--- src/design/ssa_pkg.sv ---
// Package for the serial absolute angle readout: frame layout, timing.
// Assumes a single 100 MHz clock domain in the design that imports it.
`default_nettype none
package ssa_pkg;
  localparam int unsigned REF_CLK_MHZ = 100;
  localparam int unsigned TIMEOUT_US = 16;
  localparam int unsigned TIMEOUT_CYC = TIMEOUT_US * REF_CLK_MHZ;
  localparam int unsigned ANGLE_BITS = 12;
  localparam int unsigned CHECK_BITS = 6;
  localparam int unsigned RSVD_BITS = 2;
  localparam int unsigned HEAD_BITS = 3;
  localparam int unsigned FRAME_BITS =
    HEAD_BITS + ANGLE_BITS + RSVD_BITS + CHECK_BITS;
  localparam logic [2:0] HEAD_VALUE = 3'h6;
  localparam logic [1:0] RSVD_VALUE = 2'h0;
  localparam logic [5:0] CHECK_INIT = 6'h00;
  localparam logic [5:0] CHECK_POLY = 6'h03;

  typedef enum logic [1:0] {IDLE, SHIFT, HOLD} ssa_state_type;

  typedef struct packed {
    logic clkSync1;
    logic clkSync2;
    logic clkPrev;
  } ssa_sync_type;

  typedef struct packed {
    ssa_state_type state;
    ssa_sync_type sync;
    logic [FRAME_BITS-1:0] shiftReg;
    logic [4:0] bitCnt;
    logic [5:0] check;
    logic [10:0] idleCnt;
    logic dataOut;
    logic busy;
  } ssa_reg_type;
endpackage : ssa_pkg
`default_nettype wire

--- src/design/ssa_readout.sv ---
// Encoder side of the synchronous serial angle readout.
// Assumes the controller clock arrives asynchronously on serClk.
`default_nettype none
// Notes on behaviour
// RQ1: Each frame opens with acknowledge, start and frame control bit.
// RQ2: Then the 12-bit binary angle follows, one bit per controller clock.
// RQ3: Then two reserved bits and six check bits end the frame.
// RQ4: With no clock edge for 16 us the transfer ends.
// RQ5: The controller may stop after the angle and rely on the timeout.
// RQ6: Angle rises with clockwise output shaft rotation.
// RQ7: Controller drives the clock; the encoder only drives data.
// RQ8: Controller idles the clock at least the timeout before a new readout.
module ssa_readout
  import ssa_pkg::*;
#(
  parameter int unsigned TIMEOUT_CYCLES = ssa_pkg::TIMEOUT_CYC
) (
  // Clock and reset.
  input wire logic ref_clk,
  input wire logic rst_n,
  // Angle from the sensing front end, clockwise counts up.
  input wire logic [ssa_pkg::ANGLE_BITS-1:0] angleIn,
  // Serial link.
  input wire logic serClk,
  output logic serData,
  // Status.
  output logic frameBusy
);
  import ssa_pkg::*;

  ssa_reg_type r_ff;
  ssa_reg_type nxt_r;
  logic fallEdge;
  logic riseEdge;
  logic [FRAME_BITS-1:0] frame;
  logic [5:0] chk;

  // Serial check over the data bits of one frame, MSB first.
  function automatic logic [5:0] check_step(logic [5:0] c, logic b);
    logic fb;
    fb = c[5] ^ b;
    check_step = {c[4:0], 1'b0} ^ (fb ? CHECK_POLY : 6'h00);
  endfunction

  always_comb begin
    chk = CHECK_INIT;
    // The check covers angle and reserved bits. [RQ3]
    for (int i = ANGLE_BITS - 1; i >= 0; i--) begin
      chk = check_step(chk, angleIn[i]);
    end
    for (int i = RSVD_BITS - 1; i >= 0; i--) begin
      chk = check_step(chk, RSVD_VALUE[i]);
    end
    // Opening sequence, angle, reserved, check. [RQ1] [RQ2] [RQ3] [RQ6]
    frame = {HEAD_VALUE, angleIn, RSVD_VALUE, chk};
  end

  // The link clock is only sampled; the encoder never drives it. [RQ7]
  assign fallEdge = r_ff.sync.clkPrev & ~r_ff.sync.clkSync2;
  assign riseEdge = ~r_ff.sync.clkPrev & r_ff.sync.clkSync2;

  always_comb begin
    nxt_r = r_ff;
    nxt_r.sync.clkSync1 = serClk;
    nxt_r.sync.clkSync2 = r_ff.sync.clkSync1;
    nxt_r.sync.clkPrev = r_ff.sync.clkSync2;
    if (riseEdge || fallEdge) begin
      nxt_r.idleCnt = '0;
    end else if (r_ff.idleCnt != 11'h7FF) begin
      nxt_r.idleCnt = r_ff.idleCnt + 11'h001;
    end
    case (r_ff.state)
      IDLE: begin
        nxt_r.dataOut = 1'b1;
        nxt_r.busy = 1'b0;
        if (fallEdge) begin
          // Angle is latched at the first falling edge. [RQ1]
          nxt_r.shiftReg = frame;
          nxt_r.check = chk;
          nxt_r.bitCnt = '0;
          nxt_r.busy = 1'b1;
          nxt_r.state = SHIFT;
        end
      end
      SHIFT: begin
        if (riseEdge) begin
          // One bit per controller clock. [RQ2]
          nxt_r.dataOut = r_ff.shiftReg[FRAME_BITS-1];
          nxt_r.shiftReg = {r_ff.shiftReg[FRAME_BITS-2:0], 1'b0};
          nxt_r.bitCnt = r_ff.bitCnt + 5'h01;
          if (r_ff.bitCnt == 5'(FRAME_BITS - 1)) begin
            nxt_r.state = HOLD;
          end
        end
        // Clock stopped early, e.g. after the angle. [RQ4] [RQ5]
        if (32'(r_ff.idleCnt) >= TIMEOUT_CYCLES - 1) begin
          nxt_r.state = IDLE;
          nxt_r.dataOut = 1'b1;
          nxt_r.busy = 1'b0;
        end
      end
      HOLD: begin
        if (riseEdge) begin
          nxt_r.dataOut = 1'b0;
        end
        // Frame closes only after the idle timeout. [RQ4]
        if (32'(r_ff.idleCnt) >= TIMEOUT_CYCLES - 1) begin
          nxt_r.state = IDLE;
          nxt_r.dataOut = 1'b1;
          nxt_r.busy = 1'b0;
        end
      end
      default: begin
        nxt_r.state = IDLE;
      end
    endcase
  end

  always_ff @(posedge ref_clk) begin
    if (!rst_n) begin
      r_ff.state <= IDLE;
      r_ff.sync <= 3'h7;
      r_ff.shiftReg <= '0;
      r_ff.bitCnt <= '0;
      r_ff.check <= CHECK_INIT;
      r_ff.idleCnt <= '0;
      r_ff.dataOut <= 1'b1;
      r_ff.busy <= 1'b0;
    end else begin
      r_ff <= nxt_r;
    end
  end

  assign serData = r_ff.dataOut;
  assign frameBusy = r_ff.busy;
endmodule // ssa_readout
`default_nettype wire

--- config.mk ---
export PLATFORM = sky130hd
export DESIGN_NAME = ssa_readout
export DESIGN_NICKNAME = d
export VERILOG_FILES = /design/src/design/ssa_pkg.sv /design/src/design/ssa_readout.sv
export SDC_FILE = /design/constraint.sdc
export NUM_CORES = 1
export LEC_CHECK = 0
export BUFFER_PORTS_ARGS = -buffer_cell sky130_fd_sc_hd__buf_2
export CAP_MARGIN = 25
export CORE_MARGIN = 2
export CORE_UTILIZATION = 41
export CTS_CLUSTER_DIAMETER = 100
export DETAILED_ROUTE_END_ITERATION = 8
export GPL_TIMING_DRIVEN = 1
export HOLD_SLACK_MARGIN = 0.12
export PLACE_DENSITY = 0.66
export SETUP_SLACK_MARGIN = 0.15
export SYNTH_ARGS = -nofsm -noshare
export SYNTH_HDL_FRONTEND = slang
export SYNTH_SLANG_ARGS = --single-unit
--- constraint.sdc ---
create_clock -name ref_clk -period 2.66 [get_ports ref_clk]
set_clock_uncertainty 0.1 [all_clocks]
set_input_delay 0.133 -clock ref_clk [delete_from_list [all_inputs] [get_ports ref_clk]]
set_output_delay 0.133 -clock ref_clk [all_outputs]
set_load 0.01 [all_outputs]
==> reports/metrics.yaml <==
ys_seq_elements: 46
nets: 318
avgSynthCellArea_um2: 8.749
grt_usage_pct: 16.85
cts.clk_slew.worst_paths_ps: 80
first_iter_violations: 105
grt_pass1_wl_um: 8583
whs_ps: 165.7
syn_to_final_growth_pct: 15.00
cap_violations: 0
cts_buffer_depth: 2
drv_slew: 0
vdd_drop_max_uv: 248.6
dp_hpwl_um: 3318
synth_area_um2: 2336
synth_top_area_share_pct: 39.42
core-area_um2: 5507
syn_nets: 291
leakage_nw: 0.9843
yosysMostFrequentCell: "dfxtp_1"
antenna_found_initial: 0
start_util_pct: 42.42
status: "completed"
avgViaCountPerCell: 5.415
fillCellCount: 514
hold_viol: 0
pin_count: 17
synth_edf_count: 0
cp.required_ps: 2710
first_pass_iters: 5
ys.flop_type: "dfxtp_1"
grt_pass1_vias: 1927
finalSetupTns_ps: 0
wl_per_cell_um: 13.43
fin_cells: 366
p_per_area_nw_per_um2: 529.3
seq_area_frac_synth_pct: 39.42
place_congestion: 0.7651
synthArstFlopShare_pct: 0
die_y_um: 79.48
synth.top_cells.by_count: "46 x dfxtp_1, 30 x nand2_1, 24 x nor2_1"
rsz0062_at_grt: "false"
cts_hold_buf: 14
wl_um: 4915
yosysTopAreaCell: "dfxtp_1"
final-setup-viol-count: 0
drive_gt1_share_pct: 11.56
finalCriticalPeriod_ps: 2193
htree_levels: 2
cts_tree: "done"
clock.fmax_mhz: 456.0
overflow: 0
period_share_pct: 82.44
ant_nets: 0
root_buffer: "clkbuf_8"
cts-buffers-inserted: 5
hold_class: "input port to flip-flop"
critPathMaxFanout: 25
arrival_ps: 2240
yosysWarnings: 0
worstSetupPathType: "flip-flop to flip-flop"
crit_chain: "inv_1, ha_1, and2b_4, or2_1, a221oi_1, nor3_1"
num_rows: 27
vias: 1982
place_inst: 345
die_x_um: 79.48
numPortBuffers: 16
synth_cells: 267
ctsResizeCount: 0
grt_max_degree: 30
slowest_delay_ps: 540
ys_types: 43
slew_headroom_pct: 42.12
startpoint_type: "flip-flop"
cpMaxStageDelayCell: "or2_1"
yosys-top-cells-area: "dfxtp_1 39%, xnor2_1 5.2%, ha_1 4.8%"
clkSinkCount: 46
drcViolationCount: 0
post_cts_buffers: 0
die_area_um2: 6317
worst_setup_path_end_kind: "flip-flop"
diodes: 0
worst_slew_pin_slew_ps: 868.2
clock_latency_ps: 290
==> stage by stage <==
stage	setup WS, ps	util (%)	power [mW]	area, µm²
after floorplan	820.2	-	0.9575	2336
after global placement	550.6	44.81	1.015	2467
after detailed placement	479.2	44.81	1.017	2467
after CTS	460.6	48.78	1.442	2686
after global routing	282.9	48.78	1.503	2686
final	467.2	48.78	1.422	2686
==> final cells by class <==
type / instances / area, µm² / area share [%]
multi-input combinational: 200 / 1320 / 49.14
clock inverter: 2 / 10.01 / 0.3726
sequential: 46 / 920.9 / 34.28
clock buffer: 5 / 68.82 / 2.562
timing repair buffer: 34 / 250.2 / 9.315
inverter: 7 / 26.28 / 0.9781
tap: 72 / 90.09 / 3.354
==> cells by family (layout without fill, tap and decap cells) <==
kind of cell | count (synthesis) | after routing | synth area share, %
adder cells (fa/ha/maj) | 9 | 9 | 4.821
flip-flops | 46 | 46 | 39.42
AND/OR/NAND/NOR | 111 | 111 | 24.32
XOR/XNOR | 22 | 22 | 10.34
multiplexers | 4 | 4 | 1.768
AO/OA/AOI/OAI | 54 | 54 | 15.26
buffers and inverters | 21 | 48 | 4.071
==> where the power goes <==
part | leakage (nW) | switching [mW] | internal (mW)
Combinational | 0.566 | 0.150 | 0.119
Sequential | 0.374 | 0.0245 | 0.726
Clock | 0.0438 | 0.225 | 0.177
Total | 0.984 | 0.400 | 1.02
==> per-layer routing <==
layer | wire, µm | share of wire [%] | vias to the layer above | global-route usage [%]
met1 | 2390 | 49 | 939 | 21.93
met2 | 2334 | 47 | 30 | 27.82
met5 | 0 | 0 | - | 0
li1 | - | - | 1007 | -
met4 | 59 | 1.2 | 0 | 5.690
met3 | 132 | 2.7 | 6 | 3.281
==> layout by cell type (no fill, tap or decap), types with 10 or more instances in the layout <==
cell type	synthesis	final
a21oi_1	18	18
a221oi_1	11	11
buf_2	4	16
dfxtp_1	46	46
dlygate4sd3_1	0	14
nand2_1	30	30
nand3_1	19	19
nor2_1	24	24
nor3_1	10	10
xnor2_1	14	14
==> path summary, 6_finish.rpt <==
check                                to             startpoint  cells past startpoint  slack, ps
setup / recovery  r_ff[37]$_SDFFE_PN0P_  r_ff[50]$_SDFFE_PN0P_                      6        470
hold reg to reg    nxt_r[47]$_SDFF_PN1_   nxt_r[48]$_SDFF_PN1_                      1        310
setup reg to reg  r_ff[37]$_SDFFE_PN0P_  r_ff[50]$_SDFFE_PN0P_                      6        470
hold / removal    r_ff[42]$_SDFFE_PN0P_            angleIn[10]                      3        170
==> critical path, delay by kind of cell, from the launching register on <==
family	cells	cell delay [ps]
buffers and inverters	1	80
AND/OR/NAND/NOR	3	840
AO/OA/AOI/OAI	1	350
flip-flops	1	400
adder cells (fa/ha/maj)	1	270
==> registers in the layout (all words and copies together), names as in the netlist <==
register   cells
serData        1
nxt_r          2
frameBusy      1
r_ff          42
Note: power is estimated with default switching activity, not from simulation.
